`src/common/rxf_pkg.sv`:
```
package rxf_pkg;
  // Register byte offsets.
  localparam logic [7:0] RXF_FILTER_ENABLE_OFS = 8'h00;
  localparam logic [7:0] RXF_MAX_LEN_OFS = 8'h04;
  localparam logic [7:0] RXF_SOF_OVR_OFS = 8'h08;
  localparam logic [7:0] RXF_MOF_OVR_OFS = 8'h0c;
  localparam logic [7:0] RXF_DMA_OVR_OFS = 8'h10;
  localparam logic [7:0] RXF_LAST_DEC_OFS = 8'h14;
  localparam logic [7:0] RXF_CHAN_EN_OFS = 8'h18;
  // Field positions in the filter enable register.
  localparam int RXF_PROM_CH_LSB = 0;
  localparam int RXF_CAF_BIT = 3;
  localparam int RXF_CEF_BIT = 4;
  localparam int RXF_CMF_BIT = 5;
  localparam int RXF_CSF_BIT = 6;
  // Reset values, minimum frame length and response codes.
  localparam logic [31:0] RXF_FILTER_ENABLE_RST = 32'h0000_0000;
  localparam logic [15:0] RXF_MAX_LEN_RST = 16'h05ee;
  localparam logic [7:0] RXF_CHAN_EN_RST = 8'hff;
  localparam logic [15:0] RXF_MIN_LEN = 16'h0040;
  localparam logic [1:0] RXF_RESP_OKAY = 2'b00;
  localparam logic [1:0] RXF_RESP_SLVERR = 2'b10;
  // Overrun kinds on the overrun event input.
  typedef enum logic [1:0] {
    RXF_OVR_FIFO_SOF,
    RXF_OVR_FIFO_MOF,
    RXF_OVR_DMA_SOF,
    RXF_OVR_DMA_MOF
  } rxf_ovr_kind_t;
  typedef enum logic [1:0] {RXF_IDLE, RXF_FRAME, RXF_DROP} rxf_state_t;
endpackage

```
`src/verilog/rxf_filter.sv`:
```
// What this block does
// - Accept-all set delivers non-matching frames to promiscuous channel; clear drops them.
// - Accept-all with accept-error delivers errored non-short matching frames to the match channel.
// - Only frames aimed at an enabled channel count as address matching.
// - Control frames address match only while accept-control is set.
// - Accept-error and accept-short govern storing, never the match decision.
// - Promiscuous frames all go to the channel chosen by the select field.
// - Proper means length 64 to maximum inclusive with no code, align, CRC error.
// - Non-matching with only accept-all: proper data frames delivered, all others dropped.
// - Accept-short admits undersized; with accept-error also fragments; both channels.
// - Accept-control admits control frames; without it control frames delivered only when kept after a middle overrun.
// - Accept-error admits oversize, jabber, code, align, CRC; short ones still need accept-short.
// - All four enables set deliver every non-matching frame not refused at its start to the promiscuous channel.
// - Matching frames ignore accept-all; with others clear only proper data frames pass.
// - Accept-error, control and short set deliver every matching frame not refused at its start.
// - Four overrun kinds feed start, middle and DMA overrun counters.
// - No resources at frame start counts the overrun and drops the frame.
// - Middle overrun drops by default; non-matching kept only with accept-all and accept-error.
// - Non-matching kept overrun goes promiscuous with overrun and unmatched flags set.
// - Matching overrun with accept-error goes to match channel with only overrun flag.
// - Matching overrun without accept-error is dropped yet still counted.
// - Overrun reported only before maximum length; longer frames truncate as oversize or jabber.
// - Maximum length resets to 1518; longer frames are oversize, or jabber with errors.
// - Short frames are undersized when clean, fragments with code, align or CRC errors.
//
// The register addresses and the AXI4-Lite register port were left to the implementer.
`timescale 1ns/1ps
module rxf_filter
  import rxf_pkg::*;
(
  input wire logic clk,
  input wire logic rst_b,
  input wire logic [7:0] s_axi_awaddr,
  input wire logic s_axi_awvalid,
  output logic s_axi_awready,
  input wire logic [31:0] s_axi_wdata,
  input wire logic [3:0] s_axi_wstrb,
  input wire logic s_axi_wvalid,
  output logic s_axi_wready,
  output logic [1:0] s_axi_bresp,
  output logic s_axi_bvalid,
  input wire logic s_axi_bready,
  input wire logic [7:0] s_axi_araddr,
  input wire logic s_axi_arvalid,
  output logic s_axi_arready,
  output logic [31:0] s_axi_rdata,
  output logic [1:0] s_axi_rresp,
  output logic s_axi_rvalid,
  input wire logic s_axi_rready,
  input wire logic rx_clk,
  input wire logic frame_start,
  input wire logic [2:0] frame_dest_channel,
  input wire logic frame_dest_hit,
  input wire logic frame_is_control,
  input wire logic frame_end,
  input wire logic [15:0] frame_length,
  input wire logic frame_code_error,
  input wire logic frame_align_error,
  input wire logic frame_crc_error,
  input wire logic overrun_event,
  input wire logic [1:0] overrun_kind,
  output logic frame_deliver,
  output logic [2:0] frame_channel,
  output logic frame_drop,
  output logic desc_overrun_flag,
  output logic desc_unmatched_flag,
  output logic frame_truncate,
  output logic rx_clk_rise
);

  typedef struct packed {
    logic [31:0] rx_filter_enable_reg;
    logic [15:0] rx_max_frame_length;
    logic [7:0] chan_enable;
    logic [31:0] start_overrun_counter;
    logic [31:0] midframe_overrun_counter;
    logic [31:0] dma_overrun_counter;
    logic [31:0] last_decision;
    logic aw_held;
    logic [7:0] aw_addr;
    logic w_held;
    logic [31:0] w_data;
    logic [3:0] w_strb;
    logic bvalid;
    logic [1:0] bresp;
    logic rvalid;
    logic [31:0] rdata;
    logic [1:0] rresp;
    logic [2:0] rxclk_sync;
    rxf_state_t state;
    logic matched;
    logic ctl;
    logic [2:0] dest_ch;
    logic overrun_seen;
    logic deliver;
    logic [2:0] channel;
    logic drop;
    logic ovr_flag;
    logic desc_unmatched_flag_flag;
    logic truncate;
  } rxf_state_s_t;

  rxf_state_s_t st_r;
  rxf_state_s_t st_nxt;

  logic caf;
  logic cef;
  logic cmf;
  logic csf;
  logic [2:0] prom_ch;
  logic addr_match;
  logic any_err;
  logic is_long;
  logic is_short;
  logic proper;
  logic admit;
  logic [31:0] rd_word;
  logic rd_ok;
  logic wr_ok;

  // Byte-lane merge of a write into a 32-bit register.
  function automatic logic [31:0] merge(input logic [31:0] old, input logic [31:0] d,
                                        input logic [3:0] strb);
    logic [31:0] res;
    res = old;
    for (int i = 0; i < 4; i++) begin
      if (strb[i]) begin
        res[i*8 +: 8] = d[i*8 +: 8];
      end
    end
    return res;
  endfunction

  function automatic logic addr_known(input logic [7:0] a);
    return (a == RXF_FILTER_ENABLE_OFS) || (a == RXF_MAX_LEN_OFS) ||
           (a == RXF_SOF_OVR_OFS) || (a == RXF_MOF_OVR_OFS) ||
           (a == RXF_DMA_OVR_OFS) || (a == RXF_LAST_DEC_OFS) || (a == RXF_CHAN_EN_OFS);
  endfunction

  always_comb begin
    caf = st_r.rx_filter_enable_reg[RXF_CAF_BIT];
    cef = st_r.rx_filter_enable_reg[RXF_CEF_BIT];
    cmf = st_r.rx_filter_enable_reg[RXF_CMF_BIT];
    csf = st_r.rx_filter_enable_reg[RXF_CSF_BIT];
    prom_ch = st_r.rx_filter_enable_reg[RXF_PROM_CH_LSB +: 3];
    // The match decision uses only channel enables and accept-control.
    addr_match = frame_dest_hit && st_r.chan_enable[frame_dest_channel] &&
                 (!frame_is_control || cmf);
    any_err = frame_code_error || frame_align_error || frame_crc_error;
    is_long = frame_length > st_r.rx_max_frame_length;
    is_short = frame_length < RXF_MIN_LEN;
    proper = !is_long && !is_short && !any_err;
    // Class admission, shared by both channels.
    if (proper) begin
      admit = 1'b1;
    end else if (is_short) begin
      admit = csf && (!any_err || cef);
    end else begin
      admit = cef;
    end
    // The control marking only stands at frame start, so the latched copy is used here.
    if (st_r.ctl && !cmf) begin
      admit = 1'b0;
    end
    if (st_r.matched) begin
      admit = admit || (caf && cef && !is_short);
    end else if (!caf) begin
      admit = 1'b0;
    end
    if (st_r.rvalid) begin
      rd_word = st_r.rdata;
    end
    rd_ok = 1'b1;
    if (s_axi_araddr == RXF_FILTER_ENABLE_OFS) begin
      rd_word = st_r.rx_filter_enable_reg;
    end else if (s_axi_araddr == RXF_MAX_LEN_OFS) begin
      rd_word = {16'h0000, st_r.rx_max_frame_length};
    end else if (s_axi_araddr == RXF_SOF_OVR_OFS) begin
      rd_word = st_r.start_overrun_counter;
    end else if (s_axi_araddr == RXF_MOF_OVR_OFS) begin
      rd_word = st_r.midframe_overrun_counter;
    end else if (s_axi_araddr == RXF_DMA_OVR_OFS) begin
      rd_word = st_r.dma_overrun_counter;
    end else if (s_axi_araddr == RXF_LAST_DEC_OFS) begin
      rd_word = st_r.last_decision;
    end else if (s_axi_araddr == RXF_CHAN_EN_OFS) begin
      rd_word = {24'h000000, st_r.chan_enable};
    end else begin
      rd_word = 32'h0000_0000;
      rd_ok = 1'b0;
    end
    wr_ok = addr_known(st_r.aw_addr);
  end

  always_comb begin
    st_nxt = st_r;
    st_nxt.rxclk_sync = {st_r.rxclk_sync[1:0], rx_clk};
    st_nxt.deliver = 1'b0;
    st_nxt.drop = 1'b0;
    st_nxt.truncate = 1'b0;
    if (s_axi_awvalid && !st_r.aw_held && !st_r.bvalid) begin
      st_nxt.aw_held = 1'b1;
      st_nxt.aw_addr = s_axi_awaddr;
    end
    if (s_axi_wvalid && !st_r.w_held && !st_r.bvalid) begin
      st_nxt.w_held = 1'b1;
      st_nxt.w_data = s_axi_wdata;
      st_nxt.w_strb = s_axi_wstrb;
    end
    if (st_r.bvalid && s_axi_bready) begin
      st_nxt.bvalid = 1'b0;
    end
    if (st_r.aw_held && st_r.w_held && !st_r.bvalid) begin
      st_nxt.aw_held = 1'b0;
      st_nxt.w_held = 1'b0;
      st_nxt.bvalid = 1'b1;
      st_nxt.bresp = wr_ok ? RXF_RESP_OKAY : RXF_RESP_SLVERR;
      if (st_r.aw_addr == RXF_FILTER_ENABLE_OFS) begin
        st_nxt.rx_filter_enable_reg = merge(st_r.rx_filter_enable_reg, st_r.w_data,
                                            st_r.w_strb);
      end else if (st_r.aw_addr == RXF_MAX_LEN_OFS) begin
        st_nxt.rx_max_frame_length = 16'(merge({16'h0000, st_r.rx_max_frame_length},
                                               st_r.w_data, st_r.w_strb));
      end else if (st_r.aw_addr == RXF_CHAN_EN_OFS) begin
        st_nxt.chan_enable = 8'(merge({24'h000000, st_r.chan_enable}, st_r.w_data,
                                      st_r.w_strb));
      end
    end
    if (st_r.rvalid && s_axi_rready) begin
      st_nxt.rvalid = 1'b0;
    end
    if (s_axi_arvalid && !st_r.rvalid) begin
      st_nxt.rvalid = 1'b1;
      st_nxt.rdata = rd_word;
      st_nxt.rresp = rd_ok ? RXF_RESP_OKAY : RXF_RESP_SLVERR;
    end
    // Counters are bumped for every overrun kind that fires.
    if (overrun_event) begin
      case (overrun_kind)
        RXF_OVR_FIFO_SOF: st_nxt.start_overrun_counter = st_r.start_overrun_counter + 32'h1;
        RXF_OVR_FIFO_MOF: st_nxt.midframe_overrun_counter =
                            st_r.midframe_overrun_counter + 32'h1;
        RXF_OVR_DMA_SOF: begin
          st_nxt.start_overrun_counter = st_r.start_overrun_counter + 32'h1;
          st_nxt.dma_overrun_counter = st_r.dma_overrun_counter + 32'h1;
        end
        default: begin
          st_nxt.midframe_overrun_counter = st_r.midframe_overrun_counter + 32'h1;
          st_nxt.dma_overrun_counter = st_r.dma_overrun_counter + 32'h1;
        end
      endcase
    end
    case (st_r.state)
      RXF_IDLE: begin
        if (frame_start) begin
          st_nxt.matched = addr_match;
          st_nxt.ctl = frame_is_control;
          st_nxt.dest_ch = frame_dest_channel;
          st_nxt.overrun_seen = 1'b0;
          if (overrun_event && (overrun_kind == RXF_OVR_FIFO_SOF ||
                                overrun_kind == RXF_OVR_DMA_SOF)) begin
            st_nxt.state = RXF_DROP;
          end else begin
            st_nxt.state = RXF_FRAME;
          end
        end
      end
      RXF_FRAME: begin
        // At or past maximum length the frame is cut instead of overrun.
        if (frame_length >= st_r.rx_max_frame_length) begin
          st_nxt.truncate = 1'b1;
        end else if (overrun_event) begin
          st_nxt.overrun_seen = 1'b1;
        end
        if (frame_end) begin
          st_nxt.state = RXF_IDLE;
          st_nxt.ovr_flag = st_r.overrun_seen;
          st_nxt.desc_unmatched_flag_flag = !st_r.matched;
          // Overrun frames survive only with accept-error, plus accept-all if unmatched.
          if (st_r.overrun_seen) begin
            st_nxt.deliver = cef && (st_r.matched || caf);
          end else begin
            st_nxt.deliver = admit;
          end
          st_nxt.drop = !st_nxt.deliver;
          st_nxt.channel = st_r.matched ? st_r.dest_ch : prom_ch;
          st_nxt.last_decision = {16'h0000, 5'h00, st_nxt.channel, 4'h0,
                                  st_nxt.desc_unmatched_flag_flag, st_nxt.ovr_flag,
                                  st_nxt.drop, st_nxt.deliver};
        end
      end
      default: begin
        if (frame_end) begin
          st_nxt.state = RXF_IDLE;
          st_nxt.drop = 1'b1;
        end
      end
    endcase
    if (!st_r.matched && st_r.state == RXF_FRAME && frame_end) begin
      st_nxt.channel = prom_ch;
    end
  end

  always_ff @(posedge clk) begin
    if (!rst_b) begin
      st_r <= '0;
      st_r.rx_filter_enable_reg <= RXF_FILTER_ENABLE_RST;
      st_r.rx_max_frame_length <= RXF_MAX_LEN_RST;
      st_r.chan_enable <= RXF_CHAN_EN_RST;
      st_r.state <= RXF_IDLE;
    end else begin
      st_r <= st_nxt;
    end
  end

  assign s_axi_awready = !st_r.aw_held && !st_r.bvalid;
  assign s_axi_wready = !st_r.w_held && !st_r.bvalid;
  assign s_axi_bvalid = st_r.bvalid;
  assign s_axi_bresp = st_r.bresp;
  assign s_axi_arready = !st_r.rvalid;
  assign s_axi_rvalid = st_r.rvalid;
  assign s_axi_rdata = st_r.rdata;
  assign s_axi_rresp = st_r.rresp;
  assign frame_deliver = st_r.deliver;
  assign frame_drop = st_r.drop;
  assign frame_channel = st_r.channel;
  assign desc_overrun_flag = st_r.ovr_flag;
  assign desc_unmatched_flag = st_r.desc_unmatched_flag_flag;
  assign frame_truncate = st_r.truncate;
  assign rx_clk_rise = st_r.rxclk_sync[1] && !st_r.rxclk_sync[2];

endmodule // rxf_filter
```
`config.mk`:
```
export PLATFORM = sky130hd
export DESIGN_NAME = rxf_filter
export DESIGN_NICKNAME = d
export VERILOG_FILES = /design/src/common/rxf_pkg.sv /design/src/verilog/rxf_filter.sv
export SDC_FILE = /design/constraint.sdc
export NUM_CORES = 1
export LEC_CHECK = 0
export BUFFER_PORTS_ARGS = -buffer_cell sky130_fd_sc_hd__buf_4
export CAP_MARGIN = 20
export CORE_MARGIN = 4
export CORE_UTILIZATION = 55
export CTS_CLUSTER_SIZE = 30
export DETAILED_ROUTE_END_ITERATION = 10
export MAX_ROUTING_LAYER = met4
export PLACE_DENSITY = 0.78
export SKIP_CTS_REPAIR_TIMING = 1
export SLEW_MARGIN = 20
export SYNTH_ARGS = -nofsm -noshare
export SYNTH_HDL_FRONTEND = slang
export SYNTH_SLANG_ARGS = --single-unit
```
`constraint.sdc`:
```
create_clock -name clk -period 2.7 [get_ports clk]
set_input_delay 0.27 -clock clk [delete_from_list [all_inputs] [get_ports clk]]
set_output_delay 0.27 -clock clk [all_outputs]
set_load 0.03 [all_outputs]
```
Yosys cells after proc, flatten, opt, wreduce, memory -nomap -nowiden
Index checks and enable logic that the tools add are counted.
{ "classes": {"eq_ne": 18, "order_cmp": 4, "n_shift": 0, "add_sub_neg": 3, "n_reduce_logical": 79, "n_mux": 44, "multipliers": 0, "n_div": 0, "bitwise": 5} }
{ "ops": {"columns": ["op", "n"], "rows": [
  ["$mux 32", 5],
  ["$add 32x1->32 const B", 3],
  ["$eq 8x5->1 const B", 6],
  ["$mux 35", 1],
  ["$eq 8x4->1 const B", 4],
  ["$logic_and 1x1->1", 24],
  ["$mux 1", 22],
  ["$eq 8x3->1 const B", 2],
  ["$ge 16x16->1", 1],
  ["$gt 16x16->1", 1],
  ["$logic_not 8->1", 2],
  ["$lt 16x7->1 const B", 1],
  ["$mux 8", 2],
  ["$reduce_and 2->1", 8],
  ["$reduce_and 3->1", 5],
  ["$logic_or 1x1->1", 13],
  ["$logic_not 1->1", 12],
  ["$mux 3", 4],
  ["$reduce_and 4->1", 3],
  ["$reduce_bool 2->1", 6],
  ["$mux 11", 1],
  ["$mux 2", 5],
  ["$mux 6", 1],
  ["$ne 2x2->1 const B", 3],
  ["other kinds (9)", 18]
]} }
{ "word_totals": {"n_memories": 0, "inputBits": 89, "mem_bits_rw": 0, "latch_bits": 0, "elab_cells": 186, "romBits": 0, "output_inout_bits": 50, "regBits": 262} }

Logic depth before layout (Yosys ltp)
Gate-level depths: netlist (run 1).
{ "logic_depth": {"word_depth": 17, "ltp_mapped": 8, "mapped_depth_nobuf": 8} }

Worst setup path before layout (run 1)
Ideal clock, no wire load.
{ "synth_path": {"kind": "register -> register", "from": "reg st_r[95] in the netlist's numbering", "to": "reg st_r[231] in the netlist's numbering", "path_stages_with_launch": 7, "arrival_time_ps": 1872, "slack_ps": 699, "setup_time_ps": 129, "period_less_slack_ps": 2001, "t_required_ps": 2571, "n_path_buf": 0, "path_cell_list": "dfxtp_1 > or4_4 > nor3b_4 > nand2_2 > nor3_4 > mux2i_1 > nand2_1"} }
{ "synth_between": {"elab_chain_len": 3, "elab_cells_between_ends": 6, "classes_between": "2 x eq/ne; 2 x bitwise; 2 x reduce/logical"} }
{ "synth_lines": {"columns": ["element", "line_no", "source"], "rows": [
  ["from (decl)", "rxf_filter.sv:103", "rxf_state_s_t st_r;"],
  ["from (signal assigned)", "rxf_filter.sv:312", "st_r <= st_nxt;"],
  ["$eq 8x3->1 / $logic_not 8->1 (equally long branches)", "rxf_filter.sv:221, rxf_filter.sv:218", null],
  ["$not 1->1 (no source line)", null, null],
  ["$reduce_and 5->1 (no source line) *", null, null]
]} }
Every way passes the cells marked *; elsewhere a longest branch is shown, timed or not.
A chain may end at the register's enable or synchronous reset.

Worst setup path in the final report (run 1)
{ "layout_path": {"from": "reg st_r[135] in the netlist's numbering", "to": "reg st_r[161] in the netlist's numbering"} }
{ "layout_between": {"elab_chain_len": 1} }
{ "layout_lines": {"columns": ["element", "line_no"], "rows": [
  ["$add 32x1->32", "rxf_filter.sv:245, rxf_filter.sv:249"]
]} }
Every way passes these cells.

==> results of run 1 <==
-- cells by family after synthesis --
group | Yosys count | synth area share (%)
simple gates | 578 | 23.4
compound gates | 285 | 15.6
flops | 258 | 41.7
buf+inv | 154 | 6.12
xor+xnor | 75 | 5.31
mux | 63 | 5.81
fa+ha+maj | 19 | 1.92
other cells | 1 | 0.0303
-- Yosys cell counts (5+ instances only) --
| library cell | count |
|---|---|
| clkbuf_1 | 61 |
| o21ai_0 | 67 |
| or3_1 | 16 |
| a21oi_1 | 30 |
| and2_1 | 92 |
| a221oi_1 | 18 |
| nor4_1 | 8 |
| a22oi_1 | 26 |
| dfxtp_1 | 258 |
| mux2_2 | 11 |
| inv_1 | 36 |
| nand2b_1 | 8 |
| buf_2 | 11 |
| nor3_1 | 19 |
| nor2_1 | 58 |
| and3_1 | 12 |
| buf_4 | 44 |
| nand2_1 | 242 |
| a21boi_0 | 74 |
| a21boi_1 | 33 |
| ha_1 | 19 |
| xor2_1 | 18 |
| o31ai_1 | 5 |
| mux2i_1 | 46 |
| and4_1 | 10 |
| nor2b_1 | 28 |
| nand4_1 | 23 |
| xnor2_1 | 57 |
| mux4_2 | 6 |
| nand3_1 | 38 |
-- power breakdown --
group	leakage, nW	switching (W)	internal (W)
logic	3.08	0.000407	0.000304
clock network	0.477	0.00152	0.00251
registers	2.09	0.0000823	0.00391
total	5.65	0.00201	0.00672
-- cell type report --
class / count / share of cell area, %
inverter: 37 / 0.968
clock buffer: 34 / 5.17
sequential: 258 / 36.0
timing repair buffer: 163 / 8.83
clock inverter: 15 / 1.60
multi-input combinational: 1022 / 45.0
tap: 280 / 2.44
-- worst max-delay path: cells and delay by family (launching register included) --
family / cells / cell delay, ns
adders and majority gates: 1 / 0.19
and+or+nand+nor: 5 / 1.54
DFF: 1 / 0.38
xor gates and xnor gates: 1 / 0.11
-- through the flow --
step	power, W	cell area [sq um]	std cells	hold WS, ns
6_report	0.00873	14400	1809	0.00356
5_1_grt	0.00902	14400	1809	0.0000229
4_1_cts	0.00878	14300	1803	-0.0712
3_5_place_dp	0.00477	13300	1754	0.423
3_3_place_gp	0.00475	13300	1754	0.414
2_1_floorplan	0.00452	12400	1434	0.397
-- registers in the layout, indices dropped and copies added, names as in the netlist, 2 cells and up --
signal         cells
st_nxt             2
frame_channel      3
s_axi_rdata       32
prom_ch            3
st_r             207
-- placed cells by master (no fill, tap or decap), types with 18 or more instances in the layout --
cell type,count
dfxtp_1,258
nand2_1,242
buf_4,154
and2_1,92
a21boi_0,74
o21ai_0,67
nor2_1,58
xnor2_1,57
mux2i_1,46
nand3_1,38
inv_1,36
a21boi_1,33
a21oi_1,30
nor2b_1,27
clkbuf_16,27
a22oi_1,26
nand4_1,23
nor3_1,19
ha_1,19
a221oi_1,18
xor2_1,18
-- metal layers --
metal	wire length (um)	global-route usage (%)	up-vias	part of all wire, %
met5	0	-	-	0
met4	641	5.52	0	2.0
met3	2830	4.35	54	9.0
met2	13400	36.5	411	42
met1	14700	37.8	4881	47
li1	-	-	5040	-
-- how the worst max path moves through the flow --
stage	depth (start not counted)	start	to	slack, ns
6_report	7	st_r[135]	st_r[161]	0.39
5_1_grt	7	st_r[135]	st_r[161]	0.13
4_1_cts	6	st_r[95]	st_r[268]	0.42
3_5_place_dp	7	s_axi_araddr[1]	s_axi_rdata[6]	0.43
3_3_place_gp	7	s_axi_araddr[1]	s_axi_rdata[5]	0.49
2_1_floorplan	6	st_r[95]	st_r[231]	0.70
==> out/qor.csv, run 1 <==
stage,metric,value,unit
worst_hold_path,Hold Crit Class,input port to register,
die,Initial Util,56.4,%
clock_network,CTS Buffer Depth,3,
die,Die Y,158,um
logic_synthesis,Main synth FF type,dfxtp_1,
drt,drt drc,0,
clock_network,CTS Sinks,258,
sta,fmax,432,MHz
sta,TNS Setup,0,ns
worst_hold_path,Hold Crit Start,s_axi_rready,
power_and_ir_drop,maximum VDD drop,0.000509,V
worst_setup_path,crit-path max FO,13,
cells_and_area,sequential cell area,0.00516,sq mm
cells_and_area,fillers,1828,
power_and_ir_drop,P per Cell Area,608,mW/mm^2
die,Placeable Area,0.0220,sq mm
worst_setup_path,CP Cell Sequence,ha_1 > nand2_1 > nor3_1 > nand2b_1 > nor4_1 > xor2_1 > and2_1,
die,Die ar.,0.0250,sq mm
power_and_ir_drop,Pleak,5.65,nW
placement,DP HPWL,22700,um
placement,Post-Place Worst Slack,0.432,ns
sta,worst-case headroom to the max-slew limit,38.1,%
cells_and_area,layout cells sized above 1,15.4,%
worst_setup_path,"Req. time, crit path",3.13,ns
sta,Slew @ Worst Pin,0.926,ns
sta,Hold Fails Final Rpt,0,
die,Die Wd,158,um
die,Row Count,54,
drt,Vias,10400,
worst_setup_path,Worst Setup Path Type,register to register,
global_routing,gr ovfl total,0,
sta,RSZ-0062 raised after global routing,false,
worst_setup_path,R2R Path Start,st_r[135],
worst_setup_path,Crit. End Element,register,
drt,Routed WL,31600,um
drt,wire length per cell,17.5,um
worst_setup_path,Startpoint Class,register,
die,# IOs,139,
logic_synthesis,"top cells by area, synth","dfxtp_1 (42%), nand2_1 (7.3%), and2_1 (4.7%)",
drt,Iteration-0 DRC Markers,1024,
clock_network,CTS tree,done,
placement,gp weighted congestion,0.904,
worst_setup_path,worst-case reg-to-reg path depth,7,
logic_synthesis,post-synthesis cell count,1433,
sta,# setup viols final,0,
clock_network,Clock H-tree levels,1,
global_routing,global-route wire length before repair,50400,um
logic_synthesis,Post-Syn Area,0.0124,sq mm
clock_network,root buffer cell,clkbuf_16,
logic_synthesis,Yosys cell types,64,
drt,Pre-antenna DRT Iters,5,
logic_synthesis,synthesis warning total,0,
global_routing,largest net degree at the start of global routing,84,
sta,clk_skew,0.0144,ns
clock_network,Worst-Skew Late Latency,0.53,ns
sta,min Tclk post-route,2.31,ns
run,max-cap violation count,0,
sta,Tcrit/Tclk final,85.6,%
logic_synthesis,"area leader, netlist",dfxtp_1,
run_status,status,completed,
logic_synthesis,Post-synth EDFFs,0,
placement,I/O Buffers,136,
worst_setup_path,Reg-to-Reg End,st_r[161],
cells_and_area,fin nets,1617,
cells_and_area,Area Overhead vs Synth,16.0,%
clock_network,Clock transition at path regs,0.07,ns
cells_and_area,Antenna diodes,0,
worst_hold_path,hold depth,3,
global_routing,gr usage total,25.5,%
worst_setup_path,CP max stage delay,0.46,ns
sta,max-slew violations,0,
drt,Routed Antenna Nets,0,
worst_setup_path,WP data arrival,2.74,ns
worst_setup_path,Crit-path slowest cell,nor3_1,
logic_synthesis,Synth top area share,41.7,%
sta,"Worst Setup Slack, final",0.387,ns
cells_and_area,fin util,65.4,%
global_routing,initial antenna violation count,0,
logic_synthesis,Post-synth ARST share,0,%
logic_synthesis,"Seq/Total Area, Yosys",41.7,%
logic_synthesis,Synth Register Bits,258,
global_routing,vias in the first global route,9598,
logic_synthesis,Avg Inst Size Synth,8.64,sq um
cells_and_area,Multi-input gate area,0.00646,sq mm
clock_network,Num CTS Buffers,27,
worst_setup_path,R2R setup slack,0.39,ns
worst_hold_path,hold endpoint,s_axi_rvalid,
drt,vias per cell,5.74,
Note: power is estimated with default switching activity, not from simulation.
==> run 2, diff against run 1 <==
--- a/config.mk
+++ b/config.mk
@@ -13,8 +13,9 @@
 export DETAILED_ROUTE_END_ITERATION = 10
 export MAX_ROUTING_LAYER = met4
 export PLACE_DENSITY = 0.78
+export REMOVE_ABC_BUFFERS = 1
 export SKIP_CTS_REPAIR_TIMING = 1
-export SLEW_MARGIN = 20
+export SLEW_MARGIN = 15
 export SYNTH_ARGS = -nofsm -noshare
 export SYNTH_HDL_FRONTEND = slang
 export SYNTH_SLANG_ARGS = --single-unit
==> run 2 against run 1 <==
Sequential share of layout area is 0.060 points higher. Count of clock-buffer cells in the layout is 5 higher. Via count is 0.53% lower. Flip-flop and latch count stayed put. Non-clock buffer count is 2 higher. Cell count is 0.11% higher. Die area stayed put. Clock power is 3% lower. Worst setup slack better by 0.020 ns. Combinational power hardly changed. Total power is 1.3% lower. Final area is 0.17% lower. Critical path type unchanged.
==> out/qor.csv, run 2 (synthesis results as in run 1) <==
stage,metric,value,unit
run_status,status,completed,
sta,Hold Fails Final Rpt,0,
placement,I/O Buffers,136,
global_routing,most used routing layer,met2,
cells_and_area,Final Cell Area,0.0143,sq mm
die,Placeable Area,0.0220,sq mm
die,# IOs,139,
worst_setup_path,Crit. End Element,register,
drt,vias per cell,5.70,
sta,fmax,436,MHz
global_routing,global-route wire length before repair,50000,um
run,max-cap violation count,0,
cells_and_area,Area Overhead vs Synth,15.8,%
cells_and_area,"commonest non-fill, non-tap cells in the layout","dfxtp_1 (258), nand2_1 (242), buf_4 (159), and2_1 (92), a21boi_0 (74)",
sta,Tcrit/Tclk final,84.9,%
drt,Routed WL,31000,um
power_and_ir_drop,Pleak,5.66,nW
drt,Iteration-0 DRC Markers,753,
power_and_ir_drop,maximum VDD drop,0.000455,V
drt,Pre-antenna DRT Iters,5,
sta,clk_skew,0.0128,ns
worst_setup_path,Startpoint Class,register,
worst_setup_path,CP Cell Sequence,inv_1 > ha_1 > nand4_1 > nor3_1 > nor4_1 > buf_4 > a21boi_0 > o21a_1 > o41ai_1,
worst_setup_path,Crit-path slowest cell,dfxtp_1,
drt,Routed Antenna Nets,0,
clock_network,root buffer cell,clkbuf_16,
global_routing,gr ovfl total,0,
clock_network,CTS Buffer Depth,3,
worst_setup_path,"Req. time, crit path",3.10,ns
global_routing,met2 Resource Use GR,38.7,%
die,Row Count,54,
placement,gp weighted congestion,0.923,
power_and_ir_drop,PnR Total Power,0.00862,W
cells_and_area,largest register by flop count,st_r,
sta,Slew @ Worst Pin,0.890,ns
sta,max-slew violations,0,
worst_hold_path,Hold Crit Class,input port to register,
power_and_ir_drop,P per Cell Area,602,mW/mm^2
worst_setup_path,crit-path max FO,3,
cells_and_area,layout cells sized above 1,15.5,%
placement,Placement Cell Area,0.0133,sq mm
global_routing,vias in the first global route,9898,
clock_network,Num CTS Buffers,27,
sta,RSZ-0062 raised after global routing,false,
clock_network,Clock H-tree levels,1,
cells_and_area,Antenna diodes,0,
clock_network,CTS tree,done,
drt,wire length per cell,17.1,um
placement,DP Cell Count,1758,
cells_and_area,fin util,65.3,%
sta,TNS Setup,0,ns
global_routing,largest net degree at the start of global routing,108,
worst_setup_path,WP data arrival,2.69,ns
drt,drt drc,0,
cells_and_area,most common library cell in the layout ignoring fill and taps,dfxtp_1,
die,Die Wd,158,um
cells_and_area,fin cells,1811,
worst_setup_path,Worst Setup Path Type,register to register,
worst_setup_path,CP max stage delay,0.40,ns
clock_network,Clock transition at path regs,0.06,ns
sta,# setup viols final,0,
global_routing,gr usage total,25.1,%
cells_and_area,fin nets,1619,
sta,min Tclk post-route,2.29,ns
sta,worst-case headroom to the max-slew limit,40.5,%
clock_network,CTS Sinks,258,
die,Initial Util,56.4,%
clock_network,Worst-Skew Late Latency,0.53,ns
cells_and_area,max reg flops,207,
global_routing,GR met1 Demand/Resource,35.1,%
placement,DP HPWL,22100,um
drt,Vias,10300,
cells_and_area,fillers,1808,
die,Die Y,158,um
global_routing,initial antenna violation count,0,
die,Die ar.,0.0250,sq mm
global_routing,GR Util met3,2.68,%
-- run 2: cell count changes in the layout (fill, tap and decap cells not counted), sizes merged --
cell,change
buf,+4
bufinv,-2
clkbuf,+5
clkinv,-1
clkinvlp,-2
dlygate4sd3,-2
-- run 2: layout make-up --
cell class	instances	area (sq um)	area share [%]
flip-flops and latches	258	5160	36.0
clock buffers	39	801	5.59
repair buffers	165	1260	8.83
well taps	280	350	2.44
inverters	37	139	0.969
multi-input cells	1022	6460	45.1
clock inverters	10	150	1.05
-- run 2: path summary, 6_finish.rpt --
check	startpoint	to	slack, ns	cells past startpoint
max	st_r[254]	frame_drop	0.41	9
min	s_axi_wdata[3]	st_r[64]	0.003	3
max reg2reg	st_r[254]	frame_drop	0.41	9
min reg2reg	st_nxt[17]	st_nxt[18]	0.45	1
-- run 2: per-stage QoR --
stage / hold WS (ns) / worst slack [ns]
6_report: 0.00303 / 0.407
5_1_grt: 0.00384 / 0.206
4_1_cts: -0.0623 / 0.409
3_5_place_dp: 0.442 / 0.250
3_3_place_gp: 0.413 / 0.289
2_1_floorplan: 0.332 / 0.284
-- run 2: power breakdown --
group	switching [W]	internal (W)	total (W)	leakage, nW
registers	0.0000800	0.00391	0.00399	2.09
logic	0.000408	0.000304	0.000712	3.09
clock network	0.00150	0.00243	0.00392	0.475
total	0.00198	0.00664	0.00862	5.66
-- run 2: metal layers --
| layer | vias to the layer above | routed length, um |
|---|---|---|
| met5 | - | 0 |
| met4 | 0 | 819 |
| met3 | 64 | 2030 |
| met2 | 342 | 14200 |
| met1 | 4880 | 14000 |
| li1 | 5045 | - |
-- run 2: worst max-delay path: cells and delay by family, from the launching register on --
family	cells	cell delay (ns)
buffers and inverters	2	0.30
adder cells (fa/ha/maj)	1	0.29
flip-flops	1	0.40
AO/OA/AOI/OAI	3	0.60
AND/OR/NAND/NOR	3	0.59
